[src/mia_defs.svh]
// mia_defs.svh: constants for the instruction-subset execution datapath.
// assumes: included by its bare name from design and verification files.
`ifndef MIA_DEFS_SVH
`define MIA_DEFS_SVH

// ------------------------------------------------------------
// widths and reset values
// ------------------------------------------------------------
`define MIA_DATA_W      8
`define MIA_ADDR_W      7
`define MIA_PC_W        13
`define MIA_ACC_RST     8'h00
`define MIA_WATCHDOG_W   8
`define MIA_WATCHDOG_CLR 8'h00
`define MIA_PRE_W       8
`define MIA_PRE_CLR     8'h00

// ------------------------------------------------------------
// timing: a return occupies two instruction cycles
// ------------------------------------------------------------
`define MIA_RET_CYCLES  2

`endif

[src/mia_pkg.sv]
// mia_pkg.sv: types shared by the datapath and its verification.
// assumes: nothing outside itself.
`default_nettype none
package mia_pkg;

    // operation selected by the instruction decoder
    typedef enum logic [3:0] {
        MIA_OP_NONE   = 4'h0,
        MIA_OP_RLEFT  = 4'h1,
        MIA_OP_RRIGHT = 4'h2,
        MIA_OP_LSUB   = 4'h3,
        MIA_OP_FSUB   = 4'h4,
        MIA_OP_SWAP   = 4'h5,
        MIA_OP_LXOR   = 4'h6,
        MIA_OP_FXOR   = 4'h7,
        MIA_OP_RET    = 4'h8,
        MIA_OP_SLEEP  = 4'h9
    } mia_op_t;

    // sequencer states, one-hot
    typedef enum logic [2:0] {
        MIA_ST_IDLE  = 3'b001,
        MIA_ST_RET2  = 3'b010,
        MIA_ST_SLEEP = 3'b100
    } mia_state_t;

endpackage
`default_nettype wire

[src/mia_alu.sv]
// mia_alu.sv: combinational result and flag computation.
// assumes: operands are stable for the cycle in which the op is issued.
`timescale 1ns/1ps
`default_nettype none
`include "mia_defs.svh"

module mia_alu (
    input  wire mia_pkg::mia_op_t  i_op,
    input  wire logic [7:0]        i_acc,
    input  wire logic [7:0]        i_freg,
    input  wire logic [7:0]        i_lit,
    input  wire logic              i_carry,
    output logic      [7:0]        o_result,
    output logic                   o_carry,
    output logic                   o_half,
    output logic                   o_carry_we,
    output logic                   o_half_we,
    output logic                   o_zero_we
);

    // subtraction a - b as a + ~b + 1; carry out means no borrow
    function automatic logic [9:0] sub_f(input logic [7:0] a, input logic [7:0] b);
        logic [8:0] full;
        logic [4:0] low;
        full = {1'b0, a} + {1'b0, ~b} + 9'h001;
        low  = {1'b0, a[3:0]} + {1'b0, ~b[3:0]} + 5'h01;
        return {full[8], low[4], full[7:0]};
    endfunction

    logic [9:0] sub_res;
    logic [7:0] sub_src;

    // literal or file register is the minuend, accumulator is subtracted
    assign sub_src = (i_op == mia_pkg::MIA_OP_LSUB) ? i_lit : i_freg;
    assign sub_res = sub_f(sub_src, i_acc);

    // result and flag write enables per operation
    always_comb begin
        o_result   = i_freg;
        o_carry    = i_carry;
        o_half     = 1'b0;
        o_carry_we = 1'b0;
        o_half_we  = 1'b0;
        o_zero_we  = 1'b0;
        case (i_op)
            mia_pkg::MIA_OP_RLEFT: begin
                o_result   = {i_freg[6:0], i_carry};     // see RL1
                o_carry    = i_freg[7];
                o_carry_we = 1'b1;
            end
            mia_pkg::MIA_OP_RRIGHT: begin
                o_result   = {i_carry, i_freg[7:1]};     // see RL2
                o_carry    = i_freg[0];
                o_carry_we = 1'b1;
            end
            mia_pkg::MIA_OP_LSUB, mia_pkg::MIA_OP_FSUB: begin
                o_result   = sub_res[7:0];               // see RL8, see RL9
                o_carry    = sub_res[9];                 // see RL14
                o_half     = sub_res[8];                 // see RL14
                o_carry_we = 1'b1;
                o_half_we  = 1'b1;
                o_zero_we  = 1'b1;
            end
            mia_pkg::MIA_OP_SWAP: begin
                o_result = {i_freg[3:0], i_freg[7:4]};   // see RL10
            end
            mia_pkg::MIA_OP_LXOR: begin
                o_result  = i_acc ^ i_lit;               // see RL11
                o_zero_we = 1'b1;
            end
            mia_pkg::MIA_OP_FXOR: begin
                o_result  = i_acc ^ i_freg;              // see RL12
                o_zero_we = 1'b1;
            end
            default: begin
                o_result = i_freg;
            end
        endcase
    end

endmodule
`default_nettype wire

[src/mia_core.sv]
// mia_core.sv: execution datapath for rotates, subtracts, swap, xor,
// return and sleep, with accumulator, flags, watchdog and stack pop.
// assumes: decoder issues a one-cycle i_valid with op and operands;
// the file register value for i_faddr is supplied on i_freg that cycle.
//
// Functional notes
// RL1: rotate left through carry, addresses 0..127
// RL2: rotate right through carry, updates carry
// RL3: destination bit 0 accumulator, 1 file
// RL4: sleep clears watchdog counter and prescaler
// RL5: sleep sets expiry flag, clears sleep-entered
// RL6: sleep then halts oscillator, enters power-save
// RL7: return pops stack, two cycles, no flags
// RL8: literal minus accumulator into accumulator, flags
// RL9: file minus accumulator, routed, flags updated
// RL10: nibble swap, routed, flags untouched
// RL11: literal xor accumulator, zero flag only
// RL12: file xor accumulator, routed, zero only
// RL13: zero flag set when result is zero
// RL14: carry and half-carry mean no borrow
`timescale 1ns/1ps
`default_nettype none
`include "mia_defs.svh"

module mia_core (
    input  wire logic                    i_clk,
    input  wire logic                    i_resetn,
    input  wire logic                    i_valid,
    input  wire mia_pkg::mia_op_t        i_op,
    input  wire logic [`MIA_ADDR_W-1:0]  i_faddr,
    input  wire logic                    i_dest,
    input  wire logic [7:0]              i_lit,
    input  wire logic [7:0]              i_freg,
    input  wire logic [`MIA_PC_W-1:0]    i_stack_top,
    input  wire logic                    i_watchdog_tick,
    input  wire logic                    i_wake,
    output logic [7:0]                   o_acc,
    output logic                         o_carry,
    output logic                         o_half_borrow_flag,
    output logic                         o_zero,
    output logic                         o_watchdog_expiry_flag,
    output logic                         o_sleep_entered_flag,
    output logic [`MIA_WATCHDOG_W-1:0]   o_watchdog_counter,
    output logic [`MIA_PRE_W-1:0]        o_watchdog_prescaler,
    output logic                         o_fwr_en,
    output logic [`MIA_ADDR_W-1:0]       o_fwr_addr,
    output logic [7:0]                   o_fwr_data,
    output logic                         o_stack_pop,
    output logic                         o_pc_load,
    output logic [`MIA_PC_W-1:0]         o_pc,
    output logic                         o_osc_run,
    output logic                         o_busy
);

    // ------------------------------------------------------------
    // state and shared signals
    // ------------------------------------------------------------
    mia_pkg::mia_state_t state_r;
    mia_pkg::mia_state_t state_nxt;

    logic [7:0] alu_result;
    logic       alu_carry;
    logic       alu_half;
    logic       alu_carry_we;
    logic       alu_half_we;
    logic       alu_zero_we;
    logic       issue;
    logic       to_file;
    logic       is_lit_op;
    logic       is_reg_op;

    // ops are taken only while idle; a return's second cycle blocks issue
    assign issue     = i_valid && (state_r == mia_pkg::MIA_ST_IDLE);
    assign is_lit_op = (i_op == mia_pkg::MIA_OP_LSUB) || (i_op == mia_pkg::MIA_OP_LXOR);
    assign is_reg_op = (i_op == mia_pkg::MIA_OP_RLEFT) || (i_op == mia_pkg::MIA_OP_RRIGHT)
                    || (i_op == mia_pkg::MIA_OP_FSUB) || (i_op == mia_pkg::MIA_OP_SWAP)
                    || (i_op == mia_pkg::MIA_OP_FXOR);
    assign to_file   = is_reg_op && i_dest;                      // see RL3

    mia_alu u_alu (
        .i_op       (i_op),
        .i_acc      (o_acc),
        .i_freg     (i_freg),
        .i_lit      (i_lit),
        .i_carry    (o_carry),
        .o_result   (alu_result),
        .o_carry    (alu_carry),
        .o_half     (alu_half),
        .o_carry_we (alu_carry_we),
        .o_half_we  (alu_half_we),
        .o_zero_we  (alu_zero_we)
    );

    // ------------------------------------------------------------
    // sequencer
    // ------------------------------------------------------------
    // return holds two cycles; sleep holds until a wake event
    always_comb begin
        state_nxt = state_r;
        case (state_r)
            mia_pkg::MIA_ST_IDLE: begin
                if (issue && i_op == mia_pkg::MIA_OP_RET) begin
                    state_nxt = mia_pkg::MIA_ST_RET2;             // see RL7
                end else if (issue && i_op == mia_pkg::MIA_OP_SLEEP) begin
                    state_nxt = mia_pkg::MIA_ST_SLEEP;            // see RL6
                end
            end
            mia_pkg::MIA_ST_RET2: begin
                state_nxt = mia_pkg::MIA_ST_IDLE;
            end
            mia_pkg::MIA_ST_SLEEP: begin
                if (i_wake) begin
                    state_nxt = mia_pkg::MIA_ST_IDLE;
                end
            end
            default: begin
                state_nxt = mia_pkg::MIA_ST_IDLE;
            end
        endcase
    end

    always_ff @(posedge i_clk) begin
        if (!i_resetn) begin
            state_r <= mia_pkg::MIA_ST_IDLE;
        end else begin
            state_r <= state_nxt;
        end
    end

    // busy and oscillator run follow the next state so outputs stay registered
    always_ff @(posedge i_clk) begin
        if (!i_resetn) begin
            o_busy    <= 1'b0;
            o_osc_run <= 1'b1;
        end else begin
            o_busy    <= (state_nxt != mia_pkg::MIA_ST_IDLE);
            o_osc_run <= (state_nxt != mia_pkg::MIA_ST_SLEEP);   // see RL6
        end
    end

    // ------------------------------------------------------------
    // accumulator and file write-back
    // ------------------------------------------------------------
    always_ff @(posedge i_clk) begin
        if (!i_resetn) begin
            o_acc <= `MIA_ACC_RST;
        end else if (issue && (is_lit_op || (is_reg_op && !i_dest))) begin
            o_acc <= alu_result;                                 // see RL3, see RL8
        end
    end

    // file write is a one-cycle strobe with address and data
    always_ff @(posedge i_clk) begin
        if (!i_resetn) begin
            o_fwr_en   <= 1'b0;
            o_fwr_addr <= '0;
            o_fwr_data <= 8'h00;
        end else begin
            o_fwr_en <= issue && to_file;                        // see RL3
            if (issue && to_file) begin
                o_fwr_addr <= i_faddr;
                o_fwr_data <= alu_result;
            end
        end
    end

    // ------------------------------------------------------------
    // arithmetic flags
    // ------------------------------------------------------------
    // only the enables from the alu touch a flag; swap raises none
    always_ff @(posedge i_clk) begin
        if (!i_resetn) begin
            o_carry            <= 1'b0;
            o_half_borrow_flag <= 1'b0;
            o_zero             <= 1'b0;
        end else if (issue) begin
            if (alu_carry_we) begin
                o_carry <= alu_carry;                            // see RL2, see RL14
            end
            if (alu_half_we) begin
                o_half_borrow_flag <= alu_half;                  // see RL14
            end
            if (alu_zero_we) begin
                o_zero <= (alu_result == 8'h00);                 // see RL13
            end
        end
    end

    // ------------------------------------------------------------
    // watchdog and power status
    // ------------------------------------------------------------
    // sleep clear takes priority over a tick in the same cycle
    always_ff @(posedge i_clk) begin
        if (!i_resetn) begin
            o_watchdog_counter   <= `MIA_WATCHDOG_CLR;
            o_watchdog_prescaler <= `MIA_PRE_CLR;
        end else if (issue && i_op == mia_pkg::MIA_OP_SLEEP) begin
            o_watchdog_counter   <= `MIA_WATCHDOG_CLR;          // see RL4
            o_watchdog_prescaler <= `MIA_PRE_CLR;               // see RL4
        end else if (i_watchdog_tick) begin
            o_watchdog_prescaler <= o_watchdog_prescaler + 8'h01;
            if (o_watchdog_prescaler == 8'hFF) begin
                o_watchdog_counter <= o_watchdog_counter + 8'h01;
            end
        end
    end

    // power-up values: both status bits read one after reset
    always_ff @(posedge i_clk) begin
        if (!i_resetn) begin
            o_watchdog_expiry_flag <= 1'b1;
            o_sleep_entered_flag   <= 1'b1;
        end else if (issue && i_op == mia_pkg::MIA_OP_SLEEP) begin
            o_watchdog_expiry_flag <= 1'b1;                      // see RL5
            o_sleep_entered_flag   <= 1'b0;                      // see RL5
        end
    end

    // ------------------------------------------------------------
    // return: stack pop and program counter load
    // ------------------------------------------------------------
    always_ff @(posedge i_clk) begin
        if (!i_resetn) begin
            o_stack_pop <= 1'b0;
            o_pc_load   <= 1'b0;
            o_pc        <= '0;
        end else begin
            o_stack_pop <= issue && i_op == mia_pkg::MIA_OP_RET; // see RL7
            o_pc_load   <= issue && i_op == mia_pkg::MIA_OP_RET;
            if (issue && i_op == mia_pkg::MIA_OP_RET) begin
                o_pc <= i_stack_top;                             // see RL7
            end
        end
    end

endmodule
`default_nettype wire

[config.mk]
export PLATFORM = sky130hd
export DESIGN_NAME = mia_core
export DESIGN_NICKNAME = d
export VERILOG_FILES = /design/src/mia_pkg.sv /design/src/mia_alu.sv /design/src/mia_core.sv
export VERILOG_INCLUDE_DIRS = /design/src
export SDC_FILE = /design/constraint.sdc
export NUM_CORES = 1
export LEC_CHECK = 0
export ABC_AREA = 1
export BUFFER_PORTS_ARGS = -buffer_cell sky130_fd_sc_hd__buf_2
export CAP_MARGIN = 20
export CORE_MARGIN = 10
export CORE_UTILIZATION = 40
export CTS_CLUSTER_SIZE = 24
export DETAILED_ROUTE_END_ITERATION = 8
export PLACE_DENSITY = 0.62
export SLEW_MARGIN = 10
export SYNTH_ARGS = -nofsm -noshare
export SYNTH_HDL_FRONTEND = slang
export SYNTH_SLANG_ARGS = --single-unit
[constraint.sdc]
create_clock -name i_clk -period 7.5 [get_ports i_clk]
set_input_delay 0.75 -clock i_clk [delete_from_list [all_inputs] [get_ports i_clk]]
set_output_delay 0.75 -clock i_clk [all_outputs]
set_load 0.02 [all_outputs]
==> impl_metrics.py <==
metrics = {
    "finish": {
        "fin_nets": 724,
        "final_util_pct": 50.13,
        "fin_area_um2": 4414,
        "drive_gt1_share_pct": 21.61,
        "area_growth_pct": 21.40,
        "final_cells": 780,
    },
    "worst_setup_path": {
        "required_ns": 7.78,
        "max_stage_delay_ns": 0.45,
        "worst_path_max_delay_cell": "nor2_2",
        "cp_cell_sequence": "buf_2 -> nor2_2 -> nand2_2 -> o21ai_0 -> inv_1 -> fa_1 -> inv_1 -> nand2_1 -> nand2_1 -> nand3_1 -> nand2_1 -> nand2_1 -> nand3_1 -> nand3_1 -> nand2_1 -> nand2_1 -> nor2_1 -> nand2_1 -> a21oi_1",
        "crit_start": "i_op[2]",
        "path_class": "in -> reg",
        "worst-path-buf-inv": 3,
        "cp_common_cell": "nand2_1",
        "crit_fanout": 14,
        "arrival_ns": 3.50,
        "end_kind": "flop",
        "worstSetupStartpointType": "input port",
        "timing.rr.start": "state_r[1]$_SDFF_PN0_",
        "crit_family": "simple AND/OR/NAND/NOR gates",
    },
    "timing": {
        "hold_viol_final": 0,
        "min_period_ns": 3.220,
        "setup_viol": 0,
        "max_slew.worst_pin.slew_ns": 0.8367,
        "rsz0062_at_grt": "false",
        "maxSlewViolCount": 0,
        "fin_crit_sh_pct": 42.93,
        "max_freq_mhz": 310.6,
        "slew_headroom_pct": 44.02,
        "clock_skew_ns": 0.01341,
        "setup_tns_ns": 0,
    },
    "grt": {
        "grt_pass1_vias": 3709,
        "gr-total-overflow": 0,
        "grt_pass1_wl_um": 18380,
        "grt_start_max_net_pins": 39,
        "antenna_found_initial": 0,
        "track_usage_pct": 17.01,
    },
    "route": {
        "avgRoutedWirePerCell_um": 14.66,
        "num_vias": 3819,
        "drc": 0,
        "vias_per_cell": 4.896,
        "firstDrtPassIters": 4,
        "ant_nets": 0,
        "drt_wl_total_um": 11430,
        "drt_iter0_drc": 272,
    },
    "floorplan": {
        "die_w_um": 115.3,
        "die_h_um": 115.3,
        "core_area_um2": 8806,
        "pin_count": 108,
        "start_util_pct": 41.29,
        "die-area_um2": 13300,
        "fp-row-count": 34,
    },
    "clock_network": {
        "insertion_delay_ns": 0.34,
        "cts_resized": 0,
        "root_buffer": "clkbuf_8",
        "cts_buffers": 9,
        "clock-sinks": 63,
        "clk_pin_slew_worst_paths_ns": 0.08,
        "h-tree-depth": 3,
        "cts_max_path_buffers": 2,
        "cts_tree": "built",
        "cts_setup_buffers": 0,
        "hold_buffers": 0,
    },
    "logic_synthesis": {
        "synth_top_area_cell": "dfxtp_1",
        "synth_cell_types": 37,
        "synth-edff-count": 0,
        "yosysSeqAreaShare_pct": 34.69,
        "syn_inst": 564,
        "synth_area_leaders": "dfxtp_1, nand2_1, nor2_1, nand3_1, inv_1",
        "synth_common_cells": "nand2_1, nor2_1, inv_1, dfxtp_1, nand3_1",
        "syn_area_per_cell_um2": 6.447,
        "netlist.area_leader.share_pct": 34.69,
        "synth_ff_type": "dfxtp_1",
        "syn-num-nets": 622,
        "ys_seq_elements": 63,
        "async_flop_share_pct": 0,
        "yosysMostFrequentCell": "nand2_1",
        "synth_area_um2": 3636,
        "yosys_warnings": 0,
    },
    "placed_design": {
        "place.gp.congestion": 0.9150,
        "io_buffers": 106,
        "hpwl_um": 8891,
        "placed_cells": 763,
        "placed_area_um2": 4215,
    },
    "power": {
        "p_leak_nw": 2.311,
        "swShare_pct": 31.66,
        "p_seq_share_pct": 43.9,
        "power.switching_mw": 0.2553,
        "p_per_area_nw_per_um2": 182.7,
        "power_mw": 0.8064,
        "power.combinational.fraction_pct": 19.4,
        "p_int_mw": 0.5511,
        "ir_drop_mv": 0.1119,
        "p_clk_share_pct": 36.8,
    },
    "flow_run": {
        "max-cap-violations": 0,
    },
    "outcome": {
        "status": "completed",
    },
    "min_path": {
        "holdCritPathClass": "reg -> reg",
        "min_from": "o_sleep_entered_flag$_SDFFE_PN1P_",
    },
}
## metal layers
metal,part of all wire (%),GRT usage (%)
met1,45,20.98
met2,45,27.46
met3,8.7,5.260
met4,1.1,5.828
met5,0,0
## sequential cells by signal, indices dropped and copies added (netlist names), 3 cells and up
name	flops
o_fwr_data	8
o_fwr_addr	7
o_watchdog_counter	8
state_r	3
o_watchdog_prescaler	8
o_acc	8
o_pc	13
## metrics by stage
stage          hold slack [ns]  worst slack [ns]
3_5_place_dp            0.4369             3.978
3_3_place_gp            0.4277             4.070
4_1_cts                 0.4514             4.324
6_report                0.4459             4.280
2_1_floorplan           0.5221             4.577
5_1_grt                 0.4638             3.930
## layout by cell type (no fill, tap or decap), types with 4 or more instances in the layout
cell	Yosys	routed
nand2_2	4	4
xnor2_1	4	4
inv_2	4	4
buf_2	3	106
dfxtp_1	63	63
nand4_1	6	6
a21oi_1	28	28
clkbuf_8	0	9
o21ai_1	4	4
nand2_1	125	125
ha_1	11	11
inv_1	69	69
nor2_2	4	4
xor2_1	6	6
nor2_1	95	95
nand3_1	55	55
o21ai_0	45	45
## worst min-delay path: stages, from the launching register on
cell	delay, ns
dfxtp_1	0.31
nand2_1	0.06
nand2_1	0.04
## worst paths after layout
path | slack (ns) | to | cells past startpoint
max | 4.28 | o_zero$_SDFFE_PN0P_ | 19
min | 0.45 | o_sleep_entered_flag$_SDFFE_PN1P_ | 2
max reg2reg | 5.15 | o_pc[4]$_SDFFE_PN0P_ | 8
min reg2reg | 0.45 | o_sleep_entered_flag$_SDFFE_PN1P_ | 2
## power groups by stage
| stage | clock (mW) | combinational (mW) | sequential [mW] |
|---|---|---|---|
| floorplan | 0 | 0.0922 | 0.373 |
| detailed placement | 0 | 0.155 | 0.361 |
| global placement | 0 | 0.155 | 0.361 |
| global route | 0.315 | 0.175 | 0.355 |
| CTS | 0.303 | 0.156 | 0.354 |
| finish | 0.296 | 0.156 | 0.354 |
## area by class of cell
class / instances / area [um2]
multi-input cells: 412 / 2011
clock inverters: 7 / 72.57
inverters: 74 / 277.8
diodes: 1 / 2.502
flip-flops and latches: 63 / 1261
fillers: 907 / 4392
repair buffers: 106 / 530.5
well taps: 108 / 135.1
clock buffers: 9 / 123.9
## logic make-up (layout without fill, tap and decap cells)
kind of cell             after synthesis  after routing  share of synthesized area, %
AO/OA/AOI/OAI                         86             86                         12.49
XOR/XNOR                              10             10                         2.409
adder cells (fa/ha/maj)               12             12                         4.336
buffers and inverters                 89            196                         10.01
flip-flops                            63             63                         34.69
other                                  1              2                        0.1031
AND/OR/NAND/NOR                      303            303                         35.96
No activity file was read; power rests on OpenSTA's default activity.
